--- src/rtl/scss_pkg.sv ---
// shared constants for the system clock select and status block
package scss_pkg;
  // register byte addresses
  localparam logic [11:0] CTRL_OFS       = 12'h000;
  localparam logic [11:0] STAT_OFS       = 12'h004;
  localparam logic [11:0] TIMER_CTRL_OFS = 12'h008;
  localparam logic [11:0] SRC_OFS        = 12'h00C;
  // control register fields
  localparam int          SCS_LSB        = 0;
  localparam int          IFS_LSB        = 3;
  localparam logic [1:0]  SCS_RST        = 2'h0;
  localparam logic [3:0]  IFS_RST        = 4'h7;
  // status register bits
  localparam int          ST_HFS_BIT     = 0;
  localparam int          ST_LFR_BIT     = 1;
  localparam int          ST_HFR_BIT     = 4;
  localparam int          ST_EXT_BIT     = 5;
  localparam int          ST_SECR_BIT    = 7;
  // timer control: secondary oscillator enable position
  localparam int          SEC_EN_BIT     = 3;
  // stabilisation delays
  localparam int          CLK_MHZ        = 100;
  localparam int          SETTLE_US      = 2;
  localparam int          SETTLE_CYC     = SETTLE_US * CLK_MHZ;
  // active source encoding
  typedef enum logic [1:0] {
    SRC_CFG  = 2'b00,
    SRC_SEC  = 2'b01,
    SRC_INT  = 2'b10
  } scss_src_type;
  // switch sequencer states
  typedef enum logic [1:0] {
    SW_IDLE  = 2'b00,
    SW_WAIT  = 2'b01,
    SW_FALL  = 2'b10,
    SW_RISE  = 2'b11
  } scss_sw_type;
  // internal source path selected by a frequency code
  function automatic logic is_lf_code(input logic [3:0] code);
    return code[3:1] == 3'b000;
  endfunction
endpackage

--- src/rtl/scss_sync.sv ---
// three-stage synchroniser with agreement filter for one input
module scss_sync (
  input  wire logic pclk,
  input  wire logic presetn,
  input  wire logic din,
  output logic      dout
);
  logic s1_ff;
  logic s2_ff;
  logic s3_ff;
  logic dout_ff;

  always_ff @(posedge pclk or negedge presetn) begin
    if (!presetn) begin
      s1_ff <= 1'b0;
      s2_ff <= 1'b0;
      s3_ff <= 1'b0;
    end else begin
      s1_ff <= din;
      s2_ff <= s1_ff;
      s3_ff <= s2_ff;
    end
  end

  // change accepted only once stages two and three agree
  always_ff @(posedge pclk or negedge presetn) begin
    if (!presetn) begin
      dout_ff <= 1'b0;
    end else if (s2_ff == s3_ff) begin
      dout_ff <= s3_ff;
    end
  end

  assign dout = dout_ff;
endmodule

--- src/rtl/scss_top.sv ---
// system clock source selection, switch sequencing and status over apb
// Notes on behaviour
// - select 00 runs from the configuration-word clock source.
// - select 01 runs CPU and peripherals from the secondary oscillator.
// - select 1x runs from the internal block at the chosen frequency.
// - any reset clears the select field.
// - after a source change the new clock waits a stabilisation delay, unless the same internal oscillator stays in use.
// - external-running bit is 1 on external input, 0 on internal.
// - external-running bit ignores the secondary oscillator entirely.
// - secondary oscillator runs only while its enable bit is set.
// - secondary ready reports oscillator readiness; reads 1 when disabled.
// - frequency code decode; resets to 0111 (500 kHz).
// - codes 1000 to 1010 derive from the high-frequency oscillator.
// - control: frequency bits 6..3, select bits 1..0, bits 7 and 2 zero.
// - status bit 4 shows high-frequency oscillator ready.
// - status bit 1 shows low-frequency oscillator ready.
// - status bit 0 shows 16 MHz oscillator stable, whichever source is active.
// - status: secondary ready bit 7, external bit 5, 6/3/2 zero.
// - switch waits old clock falling, holds low, then new rising.
// - change within the same internal oscillator has no start-up delay.
// - low oscillator ~31 kHz uncalibrated; high 16 MHz calibrated.
module scss_top #(
  parameter int SETTLE_CYCLES = scss_pkg::SETTLE_CYC
) (
  input  wire logic        pclk,
  input  wire logic        presetn,
  input  wire logic        psel,
  input  wire logic        penable,
  input  wire logic        pwrite,
  input  wire logic [11:0] paddr,
  input  wire logic [31:0] pwdata,
  output logic [31:0]      prdata,
  output logic             pready,
  output logic             pslverr,
  input  wire logic [1:0]  config_clock_source,
  input  wire logic        hf_osc_ready,
  input  wire logic        hf_osc_stable,
  input  wire logic        lf_osc_ready,
  input  wire logic        secondary_osc_ready,
  input  wire logic        old_clk_level,
  input  wire logic        new_clk_level,
  output logic [1:0]       active_source,
  output logic [3:0]       active_freq_select,
  output logic             clock_gate_low,
  output logic             secondary_osc_enable,
  output logic             hf_osc_enable,
  output logic             lf_osc_enable,
  output logic             switch_busy
);
  // settle counter is 16 bits and needs at least one cycle
  if (SETTLE_CYCLES < 1 || SETTLE_CYCLES > 65535) begin : g_bad_settle
    $error("SETTLE_CYCLES out of range");
  end

  logic [1:0]  sys_clk_sel_ff;
  logic [3:0]  int_freq_sel_ff;
  logic        sec_en_ff;
  logic [1:0]  cfg_src_ff;
  logic        cfg_taken_ff;
  logic [1:0]  act_src_ff;
  logic [3:0]  act_freq_ff;
  logic        gate_low_ff;
  logic        busy_ff;
  logic [15:0] settle_ff;
  logic [31:0] prdata_ff;
  logic        pready_ff;
  logic        pslverr_ff;
  logic        hf_en_ff;
  logic        lf_en_ff;
  scss_pkg::scss_sw_type sw_ff;

  logic hf_rdy_s;
  logic hf_stb_s;
  logic lf_rdy_s;
  logic sec_rdy_s;
  logic old_clk_s;
  logic new_clk_s;

  scss_sync u_hfr (.pclk(pclk), .presetn(presetn),
                   .din(hf_osc_ready), .dout(hf_rdy_s));
  scss_sync u_hfs (.pclk(pclk), .presetn(presetn),
                   .din(hf_osc_stable), .dout(hf_stb_s));
  scss_sync u_lfr (.pclk(pclk), .presetn(presetn),
                   .din(lf_osc_ready), .dout(lf_rdy_s));
  scss_sync u_scr (.pclk(pclk), .presetn(presetn),
                   .din(secondary_osc_ready), .dout(sec_rdy_s));
  scss_sync u_old (.pclk(pclk), .presetn(presetn),
                   .din(old_clk_level), .dout(old_clk_s));
  scss_sync u_new (.pclk(pclk), .presetn(presetn),
                   .din(new_clk_level), .dout(new_clk_s));

  // apb: zero wait state, single-cycle access phase
  logic acc;
  logic wr;
  // write lands only on the access edge that sees pready high
  assign acc = psel && penable && pready_ff;
  assign wr  = acc && pwrite;

  // strap captured on the first clock after release, never by reset
  always_ff @(posedge pclk or negedge presetn) begin
    if (!presetn) begin
      cfg_src_ff   <= 2'h0;
      cfg_taken_ff <= 1'b0;
    end else if (!cfg_taken_ff) begin
      cfg_src_ff   <= config_clock_source;
      cfg_taken_ff <= 1'b1;
    end
  end

  // control register writes
  always_ff @(posedge pclk or negedge presetn) begin
    if (!presetn) begin
      sys_clk_sel_ff  <= scss_pkg::SCS_RST;
      int_freq_sel_ff <= scss_pkg::IFS_RST;
    end else if (wr && paddr == scss_pkg::CTRL_OFS) begin
      sys_clk_sel_ff  <= pwdata[scss_pkg::SCS_LSB +: 2];
      int_freq_sel_ff <= pwdata[scss_pkg::IFS_LSB +: 4];
    end
  end

  always_ff @(posedge pclk or negedge presetn) begin
    if (!presetn) begin
      sec_en_ff <= 1'b0;
    end else if (wr && paddr == scss_pkg::TIMER_CTRL_OFS) begin
      sec_en_ff <= pwdata[scss_pkg::SEC_EN_BIT];
    end
  end

  // requested source from the select field
  logic [1:0] req_src;
  always_comb begin
    if (sys_clk_sel_ff[1])
      req_src = scss_pkg::SRC_INT;
    else if (sys_clk_sel_ff[0])
      req_src = scss_pkg::SRC_SEC;
    else
      req_src = scss_pkg::SRC_CFG;
  end

  // config source 00 means internal block, others external input
  logic cfg_internal;
  assign cfg_internal = (cfg_src_ff == 2'b00);

  // does the requested setting need the low-frequency path?
  logic req_uses_lf;
  logic req_uses_int;
  assign req_uses_int = (req_src == scss_pkg::SRC_INT) ||
                        (req_src == scss_pkg::SRC_CFG && cfg_internal);
  assign req_uses_lf  = scss_pkg::is_lf_code(int_freq_sel_ff);

  logic act_uses_lf;
  logic act_uses_int;
  assign act_uses_int = (act_src_ff == scss_pkg::SRC_INT) ||
                        (act_src_ff == scss_pkg::SRC_CFG && cfg_internal);
  assign act_uses_lf  = scss_pkg::is_lf_code(act_freq_ff);

  logic change;
  logic same_osc;
  assign change   = (req_src != act_src_ff) ||
                    (req_uses_int && int_freq_sel_ff != act_freq_ff);
  assign same_osc = req_uses_int && act_uses_int &&
                    (req_uses_lf == act_uses_lf);

  // oscillator enables: each path runs while requested or active
  always_ff @(posedge pclk or negedge presetn) begin
    if (!presetn) begin
      hf_en_ff <= 1'b0;
      lf_en_ff <= 1'b0;
    end else begin
      hf_en_ff <= (req_uses_int && !req_uses_lf) ||
                  (act_uses_int && !act_uses_lf);
      lf_en_ff <= (req_uses_int && req_uses_lf) ||
                  (act_uses_int && act_uses_lf);
    end
  end

  // switch sequencer: settle, old clock falls, held low, new clock rises
  logic [15:0] settle_init;
  assign settle_init = same_osc ? 16'h0000 : 16'(SETTLE_CYCLES);

  always_ff @(posedge pclk or negedge presetn) begin
    if (!presetn) begin
      sw_ff       <= scss_pkg::SW_IDLE;
      settle_ff   <= 16'h0000;
      act_src_ff  <= scss_pkg::SRC_CFG;
      act_freq_ff <= scss_pkg::IFS_RST;
      gate_low_ff <= 1'b0;
      busy_ff     <= 1'b0;
    end else begin
      case (sw_ff)
        scss_pkg::SW_IDLE: begin
          if (change && cfg_taken_ff) begin
            settle_ff <= settle_init;
            busy_ff   <= 1'b1;
            sw_ff     <= scss_pkg::SW_WAIT;
          end
        end
        scss_pkg::SW_WAIT: begin
          if (settle_ff != 16'h0000)
            settle_ff <= settle_ff - 16'h0001;
          else if (!old_clk_s) begin
            gate_low_ff <= 1'b1;
            sw_ff       <= scss_pkg::SW_FALL;
          end
        end
        scss_pkg::SW_FALL: begin
          // wait for new clock low so its next rise is a true edge
          if (!new_clk_s)
            sw_ff <= scss_pkg::SW_RISE;
        end
        scss_pkg::SW_RISE: begin
          if (new_clk_s) begin
            act_src_ff  <= req_src;
            act_freq_ff <= int_freq_sel_ff;
            gate_low_ff <= 1'b0;
            busy_ff     <= 1'b0;
            sw_ff       <= scss_pkg::SW_IDLE;
          end
        end
        default: sw_ff <= scss_pkg::SW_IDLE;
      endcase
    end
  end

  // status composition
  logic [7:0] status;
  always_comb begin
    status = 8'h00;
    status[scss_pkg::ST_SECR_BIT] = sec_en_ff ? sec_rdy_s : 1'b1;
    // external only when config source active and external
    status[scss_pkg::ST_EXT_BIT] = (act_src_ff == scss_pkg::SRC_CFG) &&
                                   !cfg_internal;
    status[scss_pkg::ST_HFR_BIT] = hf_rdy_s;
    status[scss_pkg::ST_LFR_BIT] = lf_rdy_s;
    status[scss_pkg::ST_HFS_BIT] = hf_stb_s;
  end

  // apb read path and response
  always_ff @(posedge pclk or negedge presetn) begin
    if (!presetn) begin
      prdata_ff  <= 32'h0000_0000;
      pready_ff  <= 1'b0;
      pslverr_ff <= 1'b0;
    end else begin
      pready_ff  <= psel && !penable;
      pslverr_ff <= 1'b0;
      prdata_ff  <= 32'h0000_0000;
      if (psel && !penable) begin
        if (paddr == scss_pkg::CTRL_OFS)
          prdata_ff <= {25'h0, int_freq_sel_ff, 1'b0,
                        sys_clk_sel_ff};
        else if (paddr == scss_pkg::STAT_OFS)
          prdata_ff <= {24'h0, status};
        else if (paddr == scss_pkg::TIMER_CTRL_OFS)
          prdata_ff <= {28'h0, sec_en_ff, 3'h0};
        else if (paddr == scss_pkg::SRC_OFS)
          prdata_ff <= {29'h0, busy_ff, act_src_ff};
        else
          pslverr_ff <= 1'b1;
      end
    end
  end

  assign prdata               = prdata_ff;
  assign pready               = pready_ff;
  assign pslverr              = pslverr_ff;
  assign active_source        = act_src_ff;
  assign active_freq_select   = act_freq_ff;
  assign clock_gate_low       = gate_low_ff;
  assign secondary_osc_enable = sec_en_ff;
  assign hf_osc_enable        = hf_en_ff;
  assign lf_osc_enable        = lf_en_ff;
  assign switch_busy          = busy_ff;

  a_reset_select: assert property (@(posedge pclk)
    $rose(presetn) |-> sys_clk_sel_ff == 2'b00 && int_freq_sel_ff == 4'h7)
    else $error("select or frequency not at reset value");
  a_sec_ready_dis: assert property (@(posedge pclk)
    disable iff (!presetn) !sec_en_ff |-> status[7])
    else $error("secondary ready low while disabled");
  a_ext_running: assert property (@(posedge pclk)
    disable iff (!presetn) act_src_ff == scss_pkg::SRC_SEC |-> !status[5])
    else $error("external bit set on secondary source");
  a_ctrl_zero: assert property (@(posedge pclk)
    disable iff (!presetn) pready && paddr == scss_pkg::CTRL_OFS
    |-> !prdata[7] && !prdata[2])
    else $error("control register unused bits not zero");
  a_gate_until: assert property (@(posedge pclk)
    disable iff (!presetn) gate_low_ff ==
    (sw_ff == scss_pkg::SW_FALL || sw_ff == scss_pkg::SW_RISE))
    else $error("gate low outside the switch hold window");
  a_switch_commit: assert property (@(posedge pclk)
    disable iff (!presetn)
    $changed(act_src_ff) |-> $past(sw_ff) == scss_pkg::SW_RISE)
    else $error("source changed outside switch sequence");
  a_same_osc_fast: assert property (@(posedge pclk)
    disable iff (!presetn)
    sw_ff == scss_pkg::SW_IDLE && change && same_osc && cfg_taken_ff
    |=> settle_ff == 16'h0000)
    else $error("start-up delay on same-oscillator change");
  a_apb_answer: assert property (@(posedge pclk) disable iff (!presetn)
    psel && !penable |=> pready ##1 !pready)
    else $error("apb answer not one cycle after setup");
  a_status_hf: assert property (@(posedge pclk)
    disable iff (!presetn) status[4] == hf_rdy_s && status[1] == lf_rdy_s)
    else $error("oscillator ready bits misplaced");
  c_switch_done: cover property (@(posedge pclk) disable iff (!presetn)
    sw_ff == scss_pkg::SW_RISE ##1 sw_ff == scss_pkg::SW_IDLE);
  c_go_int: cover property (@(posedge pclk) disable iff (!presetn)
    $changed(act_src_ff) && act_src_ff == scss_pkg::SRC_INT);
  c_go_sec: cover property (@(posedge pclk) disable iff (!presetn)
    $changed(act_src_ff) && act_src_ff == scss_pkg::SRC_SEC);
endmodule

--- config.mk ---
export PLATFORM = sky130hd
export DESIGN_NAME = scss_top
export DESIGN_NICKNAME = d
export VERILOG_FILES = /design/src/rtl/scss_pkg.sv /design/src/rtl/scss_sync.sv /design/src/rtl/scss_top.sv
export SDC_FILE = /design/constraint.sdc
export NUM_CORES = 1
export LEC_CHECK = 0
export BUFFER_PORTS_ARGS = -buffer_cell sky130_fd_sc_hd__buf_2
export CORE_MARGIN = 2
export CORE_UTILIZATION = 35
export CTS_CLUSTER_SIZE = 20
export DETAILED_ROUTE_END_ITERATION = 10
export GPL_TIMING_DRIVEN = 1
export PLACE_DENSITY = 0.58
export SLEW_MARGIN = 40
export SYNTH_ARGS = -nofsm -noshare
export SYNTH_HDL_FRONTEND = slang
export SYNTH_HIERARCHICAL = 1
export SYNTH_SLANG_ARGS = --single-unit
--- constraint.sdc ---
create_clock -name pclk -period 2.2 [get_ports pclk]
set_input_delay 0.44 -clock pclk [delete_from_list [all_inputs] [get_ports pclk]]
set_output_delay 0.44 -clock pclk [all_outputs]
set_load 0.05 [all_outputs]
# After elaboration in Yosys (flattened, before gate mapping)
# Cells that the tools add are included.
totals:
  input_bits: 57
  regBits: 96
op_classes:
  reduce_logical: 42
  addsub: 1
  n_mux: 29
  n_eq_ne: 23
ops:
  columns: ["op", "n"]
  rows:
  - ["2-to-1 mux 16 bit", 2]
  - ["2-to-1 mux 8 bit", 4]
  - ["one-hot mux 16 bit (2 select lines)", 1]
  - ["== test 12 x 4 -> 1 bit, second input constant", 2]
  - ["logical AND 1 bit", 17]
  - ["nonzero test 16 bit", 1]
  - ["subtractor 16 x 1 -> 16 bit, second input constant", 1]
  - ["== test 12 x 3 -> 1 bit, second input constant", 1]
  - ["zero test 12 bit", 1]
  - ["2-to-1 mux 2 bit", 6]
  - ["2-to-1 mux 1 bit", 11]
  - ["inequality test 2 bit, second input constant", 5]
  - ["== test 2 bit, second input constant", 4]
  - ["zero test 2 bit", 4]
  - ["one-hot mux 2 bit (4 select lines)", 1]
  - ["== test 1 bit", 7]
  - ["zero test 3 bit", 2]
  - ["AND reduction 3 bit", 2]
  - ["nonzero test 2 bit", 3]
  - ["logical OR 1 bit", 5]
  - ["AND reduction 5 bit", 1]
  - ["zero test 1 bit", 4]
  - ["2-to-1 mux 4 bit", 1]
  - ["inequality test 4 bit", 1]
  - ["7 further kinds", 8]

# Longest topological paths before layout
# Gate-level depths: netlist of run 1.
depth:
  ltp_word: 10
  mapped_depth: 8
  depth_no_buf: 7

# By module
# Netlist of run 1, hierarchy kept.
by_module_without_submodules:
  columns: ["module", "instances", "cells_each", "area_each_um2", "seq_area_each_um2"]
  rows:
  - ["scss_top", 1, 270, 2894.0, 1208.7]
  - ["scss_sync", 6, 5, 111.4, 100.1]

# Worst setup path after synthesis of run 1
# OpenSTA, ideal clock, no wires.
synth_timing:
  path_type: "register to register"
  startpoint: "reg act_src_ff[0] (netlist: active_source[0])"
  endpoint: "reg settle_ff[7]"
  arrival_time_ps: 1998
  setup_slack_ps: 79
  path_stages_with_launch: 7
  t_required_ps: 2076
  setup_time_ps: 124
  cell_sequence: "dfrtp_1 > xor2_1 > o311a_4 > a211oi_4 > buf_4 > o21bai_1 > a211o_1"
synth_between:
  elab_chain_len: 8
  elab_cells_between_ends: 14
  classes_between: "3 x eq/ne; 3 x mux; 8 x reduce/logical"
synth_rtl:
  columns: ["element", "line_no", "rtl"]
  rows:
  - ["start: declaration", "scss_top.sv:60", "logic [1:0] act_src_ff;"]
  - ["start signal: assignment", "scss_top.sv:185", "act_src_ff <= scss_pkg::SRC_CFG;"]
  - ["start signal: assignment", "scss_top.sv:213", "act_src_ff <= req_src;"]
  - ["zero test 2 bit", "scss_top.sv:154", "(act_src_ff == scss_pkg::SRC_CFG && cfg_internal);"]
  - ["logical AND 1 bit", "scss_top.sv:154", null]
  - ["logical OR 1 bit", "scss_top.sv:153", "assign act_uses_int = (act_src_ff == scss_pkg::SRC_INT) ||"]
  - ["logical AND 1 bit (2 in series)", "scss_top.sv:161", "assign same_osc = req_uses_int && act_uses_int &&"]
  - ["2-to-1 mux 8 bit", "scss_top.sv:179", "assign settle_init = same_osc ? 16'h0000 : 16'(SETTLE_CYCLES);"]
  - ["2-to-1 mux 16 bit", "scss_top.sv:192", "if (change && cfg_taken_ff) begin"]
  - ["one-hot mux 16 bit (2 select lines)", "scss_top.sv:190", "case (sw_ff)"]
  - ["end signal: assignment", "scss_top.sv:193", "settle_ff <= settle_init;"]
  - ["end signal: assignment", "scss_top.sv:200", "settle_ff <= settle_ff - 16'h0001;"]
  - ["end: declaration", "scss_top.sv:64", "logic [15:0] settle_ff;"]
# Several ways; a longest one is shown, not always the timed one. The select of a mux whose other input is x is not followed.
# A chain may end at the register's enable or synchronous reset.

# Worst setup path after layout of run 1
layout_timing:
  startpoint: "reg int_freq_sel_ff[1]"
  endpoint: "reg sw_ff[1]"
layout_between:
  elab_chain_len: 6
layout_rtl:
  columns: ["element", "line_no", "rtl"]
  rows:
  - ["start: declaration", "scss_top.sv:56", "logic [3:0] int_freq_sel_ff;"]
  - ["start signal: assignment", "scss_top.sv:114", "int_freq_sel_ff <= scss_pkg::IFS_RST;"]
  - ["start signal: assignment", "scss_top.sv:117", "int_freq_sel_ff <= pwdata[scss_pkg::IFS_LSB +: 4];"]
  - ["inequality test 4 bit", "scss_top.sv:160", "(req_uses_int && int_freq_sel_ff != act_freq_ff);"]
  - ["logical AND 1 bit", "scss_top.sv:160", null]
  - ["logical OR 1 bit", "scss_top.sv:159", "assign change = (req_src != act_src_ff) ||"]
  - ["logical AND 1 bit", "scss_top.sv:192", null]
  - ["inequality test 2 bit (no line)", null, null]
  - ["AND reduction 5 bit (no line)", null, null]
  - ["end signal: assignment", "scss_top.sv:195", "sw_ff <= scss_pkg::SW_WAIT;"]
  - ["end signal: assignment", "scss_top.sv:203", "sw_ff <= scss_pkg::SW_FALL;"]
  - ["end signal: assignment", "scss_top.sv:209", "sw_ff <= scss_pkg::SW_RISE;"]
  - ["end: declaration", "scss_top.sv:70", "scss_pkg::scss_sw_type sw_ff;"]
# Every way passes these cells.

==> flow_metrics.py, run 1 <==
metrics = {
    "run_status": {
        "run_status": "finished, final reports clean",
    },
    "timing": {
        "timing.final.crit_share": 0.954,
        "slew_headroom": 0.525,
        "fin_crit_ns": 2.10,
        "hold_viol_final": 0,
        "tightestPinTransition_ns": 0.712,
        "fin_skew_ns": 0.0144,
        "whs_ns": 0.141,
        "fmax_mhz": 477,
        "layout_setup_ws_ns": 0.102,
        "drv_slew": 0,
        "final-setup-viol-count": 0,
    },
    "die": {
        "start_util": 0.363,
        "die_area_um2": 11000,
        "fp.dieW_um": 105,
        "fp-row-count": 36,
        "io_pins": 102,
        "core-area_um2": 9820,
        "die_h_um": 105,
    },
    "global_routing": {
        "grt-ovfl-total": 0,
        "grt_pass1_wl_mm": 12.1,
        "grt_pass1_vias": 2463,
        "grt_max_degree": 56,
        "grt_use_total": 0.138,
        "antenna_found_initial": 0,
    },
    "cells_and_area": {
        "fillers": 968,
        "final_common_cell": "dfrtp_1",
        "layout-drive-gt1-share": 0.337,
        "final_cell_mix": "dfrtp_1, buf_2, conb_1, nor2_1, buf_4",
        "nets": 430,
        "fin_cells": 504,
        "fin_area_um2": 4210,
        "area_growth_pct": 18.1,
        "antenna_cells": 0,
    },
    "cts": {
        "clkTransAtPathRegs_ns": 0.08,
        "postCtsHoldBufs": 0,
        "numCtsBuffers": 9,
        "cts_sinks": 72,
        "cts.htree.levels": 3,
        "cts_root_buf": "clkbuf_8",
        "clock_path_buffers": 2,
        "cts_tree": "built",
        "worstSkewPairLatency_ns": 0.34,
    },
    "setup_path": {
        "rr_worst_depth": 6,
        "crit_slowest_cell": "dfstp_2",
        "cp_max_fo": 5,
        "startpoint": "int_freq_sel_ff[1]",
        "worstReg2RegEnd": "sw_ff[1]",
        "startpoint_type": "flip-flop",
        "cp_slowest_stage_delay_ns": 0.59,
        "crit_chain": "xnor2_1 > nand4_1 > a211oi_4 > buf_4 > and4b_1 > mux2_4",
        "reg2reg_from": "int_freq_sel_ff[1]",
        "path_depth": 6,
        "endpoint_kind": "flip-flop",
        "crit_end": "sw_ff[1]",
        "r2r_slack_ns": 0.10,
        "cp.arrival_ns": 2.33,
        "critical_path_class": "reg2reg",
        "cp.buffers_inverters": 1,
        "cp_top_family": "flip-flops",
        "cp.required_ns": 2.43,
    },
    "power_and_ir_drop": {
        "power_density_nw_per_um2": 1090,
        "irDropWorstVdd_mv": 0.406,
        "p_leak_nw": 1.87,
    },
    "yosys": {
        "netlist_top_cells_area": "dfrtp_1, buf_4, dfstp_2",
        "dominantRegCellSynth": "dfrtp_1",
        "synth_edf_count": 0,
        "synthArstFlopShare": 1.00,
        "synth_area_leader_cell": "dfrtp_1",
        "ys_seq_area_frac": 0.508,
        "ys_warn_count": 6,
        "syn_avg_cell_area_um2": 11.9,
        "netlist.area_leader.share": 0.464,
        "synth_area_um2": 3560,
        "yosysUniqueCellTypes": 66,
        "syn_inst": 300,
        "synth_seq_cells": 72,
    },
    "placed_design": {
        "hpwl_mm": 4.96,
        "placed_area_um2": 3950,
        "gp_congestion": 0.830,
        "placedCellCount": 487,
        "io_buffers": 51,
        "pre_cts_ws_ns": 0.0315,
    },
    "routing": {
        "vias": 2462,
        "met2WireLength_mm": 3.30,
        "wl_met3_um": 475,
        "route.detailed.drc": 0,
        "drtIter0Drc": 84,
        "totalWireLength_mm": 7.03,
        "via_per_inst": 4.88,
        "drt_first_pass_iters": 4,
        "postRouteAntennaNets": 0,
        "met1Wirelength_mm": 3.23,
        "wl_per_cell_um": 13.9,
        "top_layer_used": "met4",
    },
    "run": {
        "drv_cap": 0,
    },
    "hold_path": {
        "hp-class": "in2async",
    },
}
power by group:
part	switching [mW]	leakage [nW]	internal [mW]
combinational	0.878	0.870	0.659
clock	0.510	0.117	0.760
sequential	0.248	0.883	1.53
total	1.64	1.87	2.95
per-stage QoR:
step / power, mW / setup TNS (ns) / utilization
6_report: 4.59 / 0 / 0.428
5_1_grt: 4.90 / -0.000346 / 0.428
4_1_cts: 4.62 / 0 / 0.427
3_5_place_dp: 3.32 / 0 / 0.402
3_3_place_gp: 3.29 / 0 / 0.402
2_1_floorplan: 2.92 / 0 / -
sequential cells by signal, indices dropped and copies added, names as in the netlist, 2 cells and up:
register            cells
active_freq_select      4
active_source           2
cfg_src_ff              2
int_freq_sel_ff         4
prdata                  8
settle_ff              16
sw_ff                   2
sys_clk_sel_ff          2
cell usage after synthesis, drive strengths merged (6+ instances only):
master  number
o31ai       11
dfstp        6
o21ai       10
a21oi       11
nand2       12
maj3         6
nor4         8
ha           7
inv          9
mux2        17
or4         11
nor2        17
nor3         6
dfrtp       66
buf         31
area by class of cell:
type / instances / area, um2 / area share
flip-flops and latches: 72 / 1810 / 0.430
multi-input cells: 210 / 1570 / 0.374
repair buffers: 64 / 380 / 0.0904
well taps: 133 / 166 / 0.0396
clock buffers: 10 / 128 / 0.0303
clock inverters: 6 / 115 / 0.0274
inverters: 9 / 33.8 / 0.00803
logic make-up (layout without fill, tap and decap cells):
kind of cell | Yosys count | count (layout) | share of synthesized area
other cells | 2 | 25 | 0.00211
buf+inv | 41 | 89 | 0.0766
fa+ha+maj | 13 | 13 | 0.0436
mux | 21 | 21 | 0.0724
compound gates | 58 | 58 | 0.121
flops | 72 | 72 | 0.508
simple gates | 87 | 87 | 0.162
xor+xnor | 6 | 6 | 0.0148
worst min path at each step:
stage / cells after the start / slack (ns) / start / to
6_report: 1 / 0.14 / presetn / settle_ff[15]
5_1_grt: 1 / 0.16 / hf_osc_ready / u_hfr/s1_ff
4_1_cts: 1 / 0.16 / presetn / sw_ff[0]
3_5_place_dp: 0 / 0.34 / u_hfs/s1_ff / u_hfs/s2_ff
3_3_place_gp: 0 / 0.33 / u_hfs/s1_ff / u_hfs/s2_ff
2_1_floorplan: 0 / 0.14 / presetn / active_freq_select[3]
per-layer routing:
| metal | GRT usage | vias up |
|---|---|---|
| met5 | 0 | - |
| li1 | - | 1179 |
| met2 | 0.214 | 76 |
| met3 | 0.0493 | 2 |
| met4 | 0.0390 | 0 |
| met1 | 0.182 | 1205 |
repair_timing:
action,4_1_cts,5_1_grt
setup buffers,0,1
endpoints found under the setup margin,0,2
resized for setup,0,1
No activity file was read; power rests on OpenSTA's default activity.
==> run 2: changes to the inputs <==
--- a/config.mk
+++ b/config.mk
@@ -8,9 +8,10 @@
 export BUFFER_PORTS_ARGS = -buffer_cell sky130_fd_sc_hd__buf_2
 export CORE_MARGIN = 2
 export CORE_UTILIZATION = 35
+export CTS_CLUSTER_DIAMETER = 30
 export CTS_CLUSTER_SIZE = 20
 export DETAILED_ROUTE_END_ITERATION = 10
-export GPL_TIMING_DRIVEN = 1
+export GPL_TIMING_DRIVEN = 0
 export PLACE_DENSITY = 0.58
 export SLEW_MARGIN = 40
 export SYNTH_ARGS = -nofsm -noshare
==> constraint.sdc (replaced) <==
create_clock -name pclk -period 2.3 [get_ports pclk]
set_input_delay 0.46 -clock pclk [delete_from_list [all_inputs] [get_ports pclk]]
set_output_delay 0.46 -clock pclk [all_outputs]
set_load 0.05 [all_outputs]
==> run 2 against run 1 <==
Net effect: flip-flop and latch count did not move; total power decreased by 3.7%; critical path depth is 1 higher; via count grew 2.4%; first-iteration DRC count up 55%; register-to-register slack gained 0.02 ns; highest routed layer unchanged; wire length increased by 2.8%; cell count is 4.4% higher; largest power group unchanged; global-route usage is 0.21 points higher; core utilization grew 1.7 points.
==> flow_metrics.py, run 2 (synthesis results as in run 1) <==
metrics = {
    "run_status": {
        "run_status": "finished, final reports clean",
    },
    "setup_path": {
        "cp.buffers_inverters": 1,
        "startpoint_type": "flip-flop",
        "crit_chain": "inv_1 > ha_1 > nor4b_1 > nand4_2 > o21ai_1 > and4b_1 > mux2_4",
        "endpoint_kind": "flip-flop",
        "cp_slowest_stage_delay_ns": 0.42,
        "cp_max_fo": 4,
        "cp.required_ns": 2.52,
        "critical_path_class": "reg2reg",
        "r2r_slack_ns": 0.12,
        "cp_top_family": "simple AND/OR/NAND/NOR gates",
        "cp.arrival_ns": 2.40,
        "crit_slowest_cell": "dfrtp_1",
    },
    "routing": {
        "vias": 2522,
        "via_per_inst": 4.79,
        "drt_first_pass_iters": 4,
        "postRouteAntennaNets": 0,
        "totalWireLength_mm": 7.22,
        "drtIter0Drc": 130,
        "route.detailed.drc": 0,
        "wl_per_cell_um": 13.7,
    },
    "cts": {
        "cts_root_buf": "clkbuf_8",
        "cts_tree": "built",
        "numCtsBuffers": 9,
        "cts.htree.levels": 3,
        "clock_path_buffers": 2,
        "worstSkewPairLatency_ns": 0.34,
        "cts_sinks": 72,
        "clkTransAtPathRegs_ns": 0.08,
    },
    "cells_and_area": {
        "largest_reg_flops": 16,
        "final_cell_mix": "dfrtp_1, buf_2, buf_4, conb_1, nor2_1",
        "antenna_cells": 0,
        "area_growth_pct": 22.9,
        "multiInputGateArea_um2": 1570,
        "fillers": 932,
        "nets": 452,
        "top_register": "settle_ff",
        "register_area_um2": 1810,
        "fin_cells": 526,
        "final_common_cell": "dfrtp_1",
        "layout-drive-gt1-share": 0.369,
    },
    "placed_design": {
        "pre_cts_ws_ns": -0.0943,
        "placedCellCount": 506,
        "gp_congestion": 0.871,
        "io_buffers": 49,
        "hpwl_mm": 5.27,
    },
    "timing": {
        "tightestPinTransition_ns": 0.654,
        "setup_tns_ns": 0,
        "timing.final.crit_share": 0.946,
        "final-setup-viol-count": 0,
        "fin_skew_ns": 0.0134,
        "layout_setup_ws_ns": 0.125,
        "fmax_mhz": 460,
        "slew_headroom": 0.562,
        "hold_viol_final": 0,
        "fin_crit_ns": 2.18,
        "drv_slew": 0,
    },
    "run": {
        "drv_cap": 0,
    },
    "global_routing": {
        "grt_pass1_vias": 2536,
        "grt_use_total": 0.140,
        "grt-ovfl-total": 0,
        "grt_max_degree": 39,
        "antenna_found_initial": 0,
        "grt_pass1_wl_mm": 12.4,
    },
    "die": {
        "fp.dieW_um": 105,
        "core-area_um2": 9820,
        "fp-row-count": 36,
        "io_pins": 102,
        "die_area_um2": 11000,
        "start_util": 0.363,
        "die_h_um": 105,
    },
    "power_and_ir_drop": {
        "totalPowerFinal_mw": 4.42,
        "irDropWorstVdd_mv": 0.472,
        "p_leak_nw": 1.99,
        "power_density_nw_per_um2": 1010,
    },
    "hold_path": {
        "hp-class": "in2reg",
    },
}
run 2: cell types whose count changed in the layout (fill, tap and decap cells not counted), sizes merged:
cell	change
buf	+20
clkbuf	+1
clkinv	-1
dlygate4sd3	+1
inv	+1
run 2: worst register-to-register path, stage by stage (launching register included):
cell and delay [ns]:
dfrtp_1 0.42, inv_1 0.13, ha_1 0.18, nor4b_1 0.36, nand4_2 0.20, o21ai_1 0.19, and4b_1 0.26, mux2_4 0.31
run 2: layout make-up:
type,count,share of cell area
buffer,32,0.0563
clock buffer,10,0.0292
clock inverter,6,0.0263
inverter,9,0.00772
multi-input combinational,210,0.360
sequential,72,0.413
tap,133,0.0380
timing repair buffer,54,0.0695
run 2: per-layer routing:
metal  share of wire  GRT usage  vias up
met2            0.45      0.219       88
met1            0.47      0.190     1201
met4           0.011     0.0514        0
met3           0.061     0.0318       10
li1                -          -     1223
met5               0          0        -
run 2: what timing repair did:
action / in CTS / in global routing
resized for setup: 1 / 4
hold buffers: 1 / 0
setup buffers: 1 / 2
pin swaps: 1 / 0
endpoints found under the hold margin: 6 / 0
endpoints found under the setup margin: 3 / 2
run 2: path summary, 6_finish.rpt:
path                                       to          start  cells past startpoint
setup / recovery                     sw_ff[1]   settle_ff[0]                      7
hold / removal                    u_new/s1_ff  new_clk_level                      1
setup reg to reg                     sw_ff[1]   settle_ff[0]                      7
hold reg to reg                   u_old/s2_ff    u_old/s1_ff                      0
max in group asynchronous  int_freq_sel_ff[0]        presetn                      3
min in group asynchronous        settle_ff[2]        presetn                      2
run 2: per-stage QoR:
step	cell area [um2]	util	hold WS (ns)
2_1_floorplan	3650	-	0.164
3_3_place_gp	4060	0.413	0.333
3_5_place_dp	4090	0.416	0.335
4_1_cts	4350	0.443	0.203
5_1_grt	4380	0.446	0.199
6_report	4380	0.446	0.221
run 2: power breakdown:
group          internal, mW  total (mW)  leakage [nW]  switching (mW)
logic                 0.617        1.51         0.991           0.895
registers              1.47        1.70         0.883           0.231
clock network         0.729        1.21         0.117           0.478
total                  2.81        4.42          1.99            1.60
==> run 3: changes to the inputs <==
--- a/config.mk
+++ b/config.mk
@@ -5,6 +5,7 @@
 export SDC_FILE = /design/constraint.sdc
 export NUM_CORES = 1
 export LEC_CHECK = 0
+export ABC_AREA = 1
 export BUFFER_PORTS_ARGS = -buffer_cell sky130_fd_sc_hd__buf_2
 export CORE_MARGIN = 2
 export CORE_UTILIZATION = 35
@@ -12,7 +13,7 @@
 export CTS_CLUSTER_SIZE = 20
 export DETAILED_ROUTE_END_ITERATION = 10
 export GPL_TIMING_DRIVEN = 0
-export PLACE_DENSITY = 0.58
+export PLACE_DENSITY = 0.57
 export SLEW_MARGIN = 40
 export SYNTH_ARGS = -nofsm -noshare
 export SYNTH_HDL_FRONTEND = slang
==> run 3 against run 2 <==
Net effect: the run now ends with negative hold slack left; register-to-register slack better by 0.42 ns; sequential power rose by 6%; flip-flop and latch count stayed put; clock power is 13% lower; clock skew shrank 0.0023 ns; global-route usage is 0.62 points higher; via count increased by 19%; critical path depth stayed put; clock-buffer cell count down 1; largest cell class unchanged.
==> flow_metrics.py, run 3 <==
metrics = {
    "setup_path": {
        "startpoint_type": "flip-flop",
        "cp.arrival_ns": 2.00,
        "cp_max_fo": 10,
        "endpoint_kind": "flip-flop",
        "critical_path_class": "reg2reg",
        "cp.required_ns": 2.54,
    },
    "cells_and_area": {
        "top_register": "settle_ff",
        "layout-drive-gt1-share": 0.224,
        "largest_reg_flops": 16,
        "fin_area_um2": 4380,
        "fin_cells": 676,
        "final_cell_mix": "nand2_1, dfrtp_1, nor2_1, buf_2, inv_1",
        "area_growth_pct": 20.5,
        "post-route-util": 0.430,
        "antenna_cells": 0,
        "nets": 599,
        "final_common_cell": "nand2_1",
    },
    "cts": {
        "cts_tree": "built",
        "cts_root_buf": "clkbuf_8",
        "cts_resized": 0,
        "cts_setup_buffers": 0,
        "cts_sinks": 72,
        "numCtsBuffers": 9,
        "postCtsHoldBufs": 0,
        "worstSkewPairLatency_ns": 0.35,
        "clkTransAtPathRegs_ns": 0.09,
        "cts.htree.levels": 3,
        "clock_path_buffers": 2,
    },
    "yosys": {
        "yosysUniqueCellTypes": 32,
        "ys_warn_count": 6,
        "synth_seq_cells": 72,
        "synth_area_leader_cell": "dfrtp_1",
        "syn_avg_cell_area_um2": 8.10,
        "synth_area_um2": 3640,
        "synth_common_cells": "nand2_1, dfrtp_1, nor2_1",
        "dominantRegCellSynth": "dfrtp_1",
        "netlist.area_leader.share": 0.454,
        "synthArstFlopShare": 1.00,
        "synth_edf_count": 0,
        "ys_seq_area_frac": 0.497,
        "netlist_top_cells_area": "dfrtp_1, nand2_1, nand3_1",
        "syn_inst": 449,
        "yosysMostFrequentCell": "nand2_1",
    },
    "timing": {
        "setup_tns_ns": 0,
        "tightestPinTransition_ns": 0.516,
        "timing.final.crit_share": 0.763,
        "final-setup-viol-count": 0,
        "layout_setup_ws_ns": 0.544,
        "hold_viol_final": 2,
        "fin_crit_ns": 1.76,
        "fin_skew_ns": 0.0111,
        "slew_headroom": 0.656,
        "drv_slew": 0,
        "fmax_mhz": 570,
        "rsz0062_at_grt": "false",
        "whs_ns": -0.00311,
    },
    "routing": {
        "drtIter0Drc": 160,
        "drt_first_pass_iters": 4,
        "totalWireLength_mm": 7.53,
        "via_per_inst": 4.46,
        "route.detailed.drc": 0,
        "postRouteAntennaNets": 0,
        "vias": 3012,
        "wl_per_cell_um": 11.1,
    },
    "global_routing": {
        "grt-ovfl-total": 0,
        "antenna_found_initial": 0,
        "grt_max_degree": 42,
        "grt_pass1_wl_mm": 13.1,
        "grt_pass1_vias": 2789,
        "grt_use_total": 0.146,
    },
    "die": {
        "io_pins": 102,
        "fp.dieW_um": 106,
        "die_h_um": 106,
        "fp-row-count": 37,
        "start_util": 0.357,
        "die_area_um2": 11200,
        "core-area_um2": 10200,
    },
    "placed_design": {
        "placed_area_um2": 4180,
        "gp_congestion": 0.826,
        "pre_cts_ws_ns": 0.401,
        "hpwl_mm": 5.60,
        "placedCellCount": 660,
        "io_buffers": 51,
    },
    "run_status": {
        "run_status": "complete, but fails checks",
        "failed_checks": "negative hold slack",
    },
    "power_and_ir_drop": {
        "power_density_nw_per_um2": 1220,
        "irDropWorstVdd_mv": 0.578,
        "p_leak_nw": 2.37,
        "totalPowerFinal_mw": 5.35,
    },
    "run": {
        "drv_cap": 0,
    },
    "hold_path": {
        "hp-class": "in2async",
    },
}
-- run 3: cell types whose count changed after synthesis, sizes merged, moves of 5 or more --
| cell | previous run | this run |
|---|---|---|
| or4 | 11 | 0 |
| nor4 | 8 | 1 |
| nand2b | 5 | 0 |
| o21ai | 10 | 21 |
| nand3 | 3 | 42 |
| nand2 | 12 | 131 |
| maj3 | 6 | 0 |
| mux2 | 17 | 3 |
| o31ai | 11 | 0 |
| inv | 9 | 45 |
| nor2 | 17 | 58 |
-- run 3: final timing paths --
check	startpoint	endpoint	slack, ns	cells past startpoint
min in group pclk	secondary_osc_ready	u_scr/s1_ff	0.21	1
max in group asynchronous	presetn	settle_ff[2]	1.79	2
setup reg to reg	sw_ff[1]	settle_ff[2]	0.54	7
hold / removal	presetn	u_hfr/s2_ff	-0.003	1
setup / recovery	sw_ff[1]	settle_ff[2]	0.54	7
hold reg to reg	u_old/s1_ff	u_old/s2_ff	0.35	0
-- run 3: kinds of logic (layout without fill, tap and decap cells) --
family / count (synthesis) / after routing / share of synthesized area
AOI/OAI and AO/OA: 37 / 37 / 0.0544
other: 2 / 25 / 0.00206
adders and majority gates: 7 / 7 / 0.0241
muxes: 3 / 3 / 0.00929
buffers and inverters: 77 / 145 / 0.109
xor gates and xnor gates: 7 / 7 / 0.0169
and+or+nand+nor: 244 / 244 / 0.287
DFF: 72 / 72 / 0.497
-- run 3: power by group --
part	internal [mW]	switching, mW	total (mW)
sequential	1.54	0.255	1.80
clock	0.521	0.530	1.05
combinational	0.806	1.69	2.50
total	2.87	2.48	5.35
-- run 3: worst max-delay path: stages, from the launching register on --
cell      delay, ns
dfrtp_1        0.40
inv_1          0.10
ha_1           0.28
inv_1          0.18
clkbuf_1       0.44
nor2_1         0.10
nand3_1        0.10
nand2_1        0.05
-- run 3: cell type report --
cell class	count	area (um2)
plain buffers	32	229
clock buffers	9	124
clock inverters	7	83.8
fillers	1084	5800
inverters	45	169
multi-input cells	323	1520
flip-flops and latches	72	1810
well taps	136	170
repair buffers	52	282
-- run 3: routing by layer --
layer  vias up  GRT usage  part of all wire
met4         0     0.0658             0.023
met3        13     0.0307             0.047
met2        71      0.230              0.46
met5         -          0                 0
li1       1533          -                 -
met1      1395      0.195              0.47
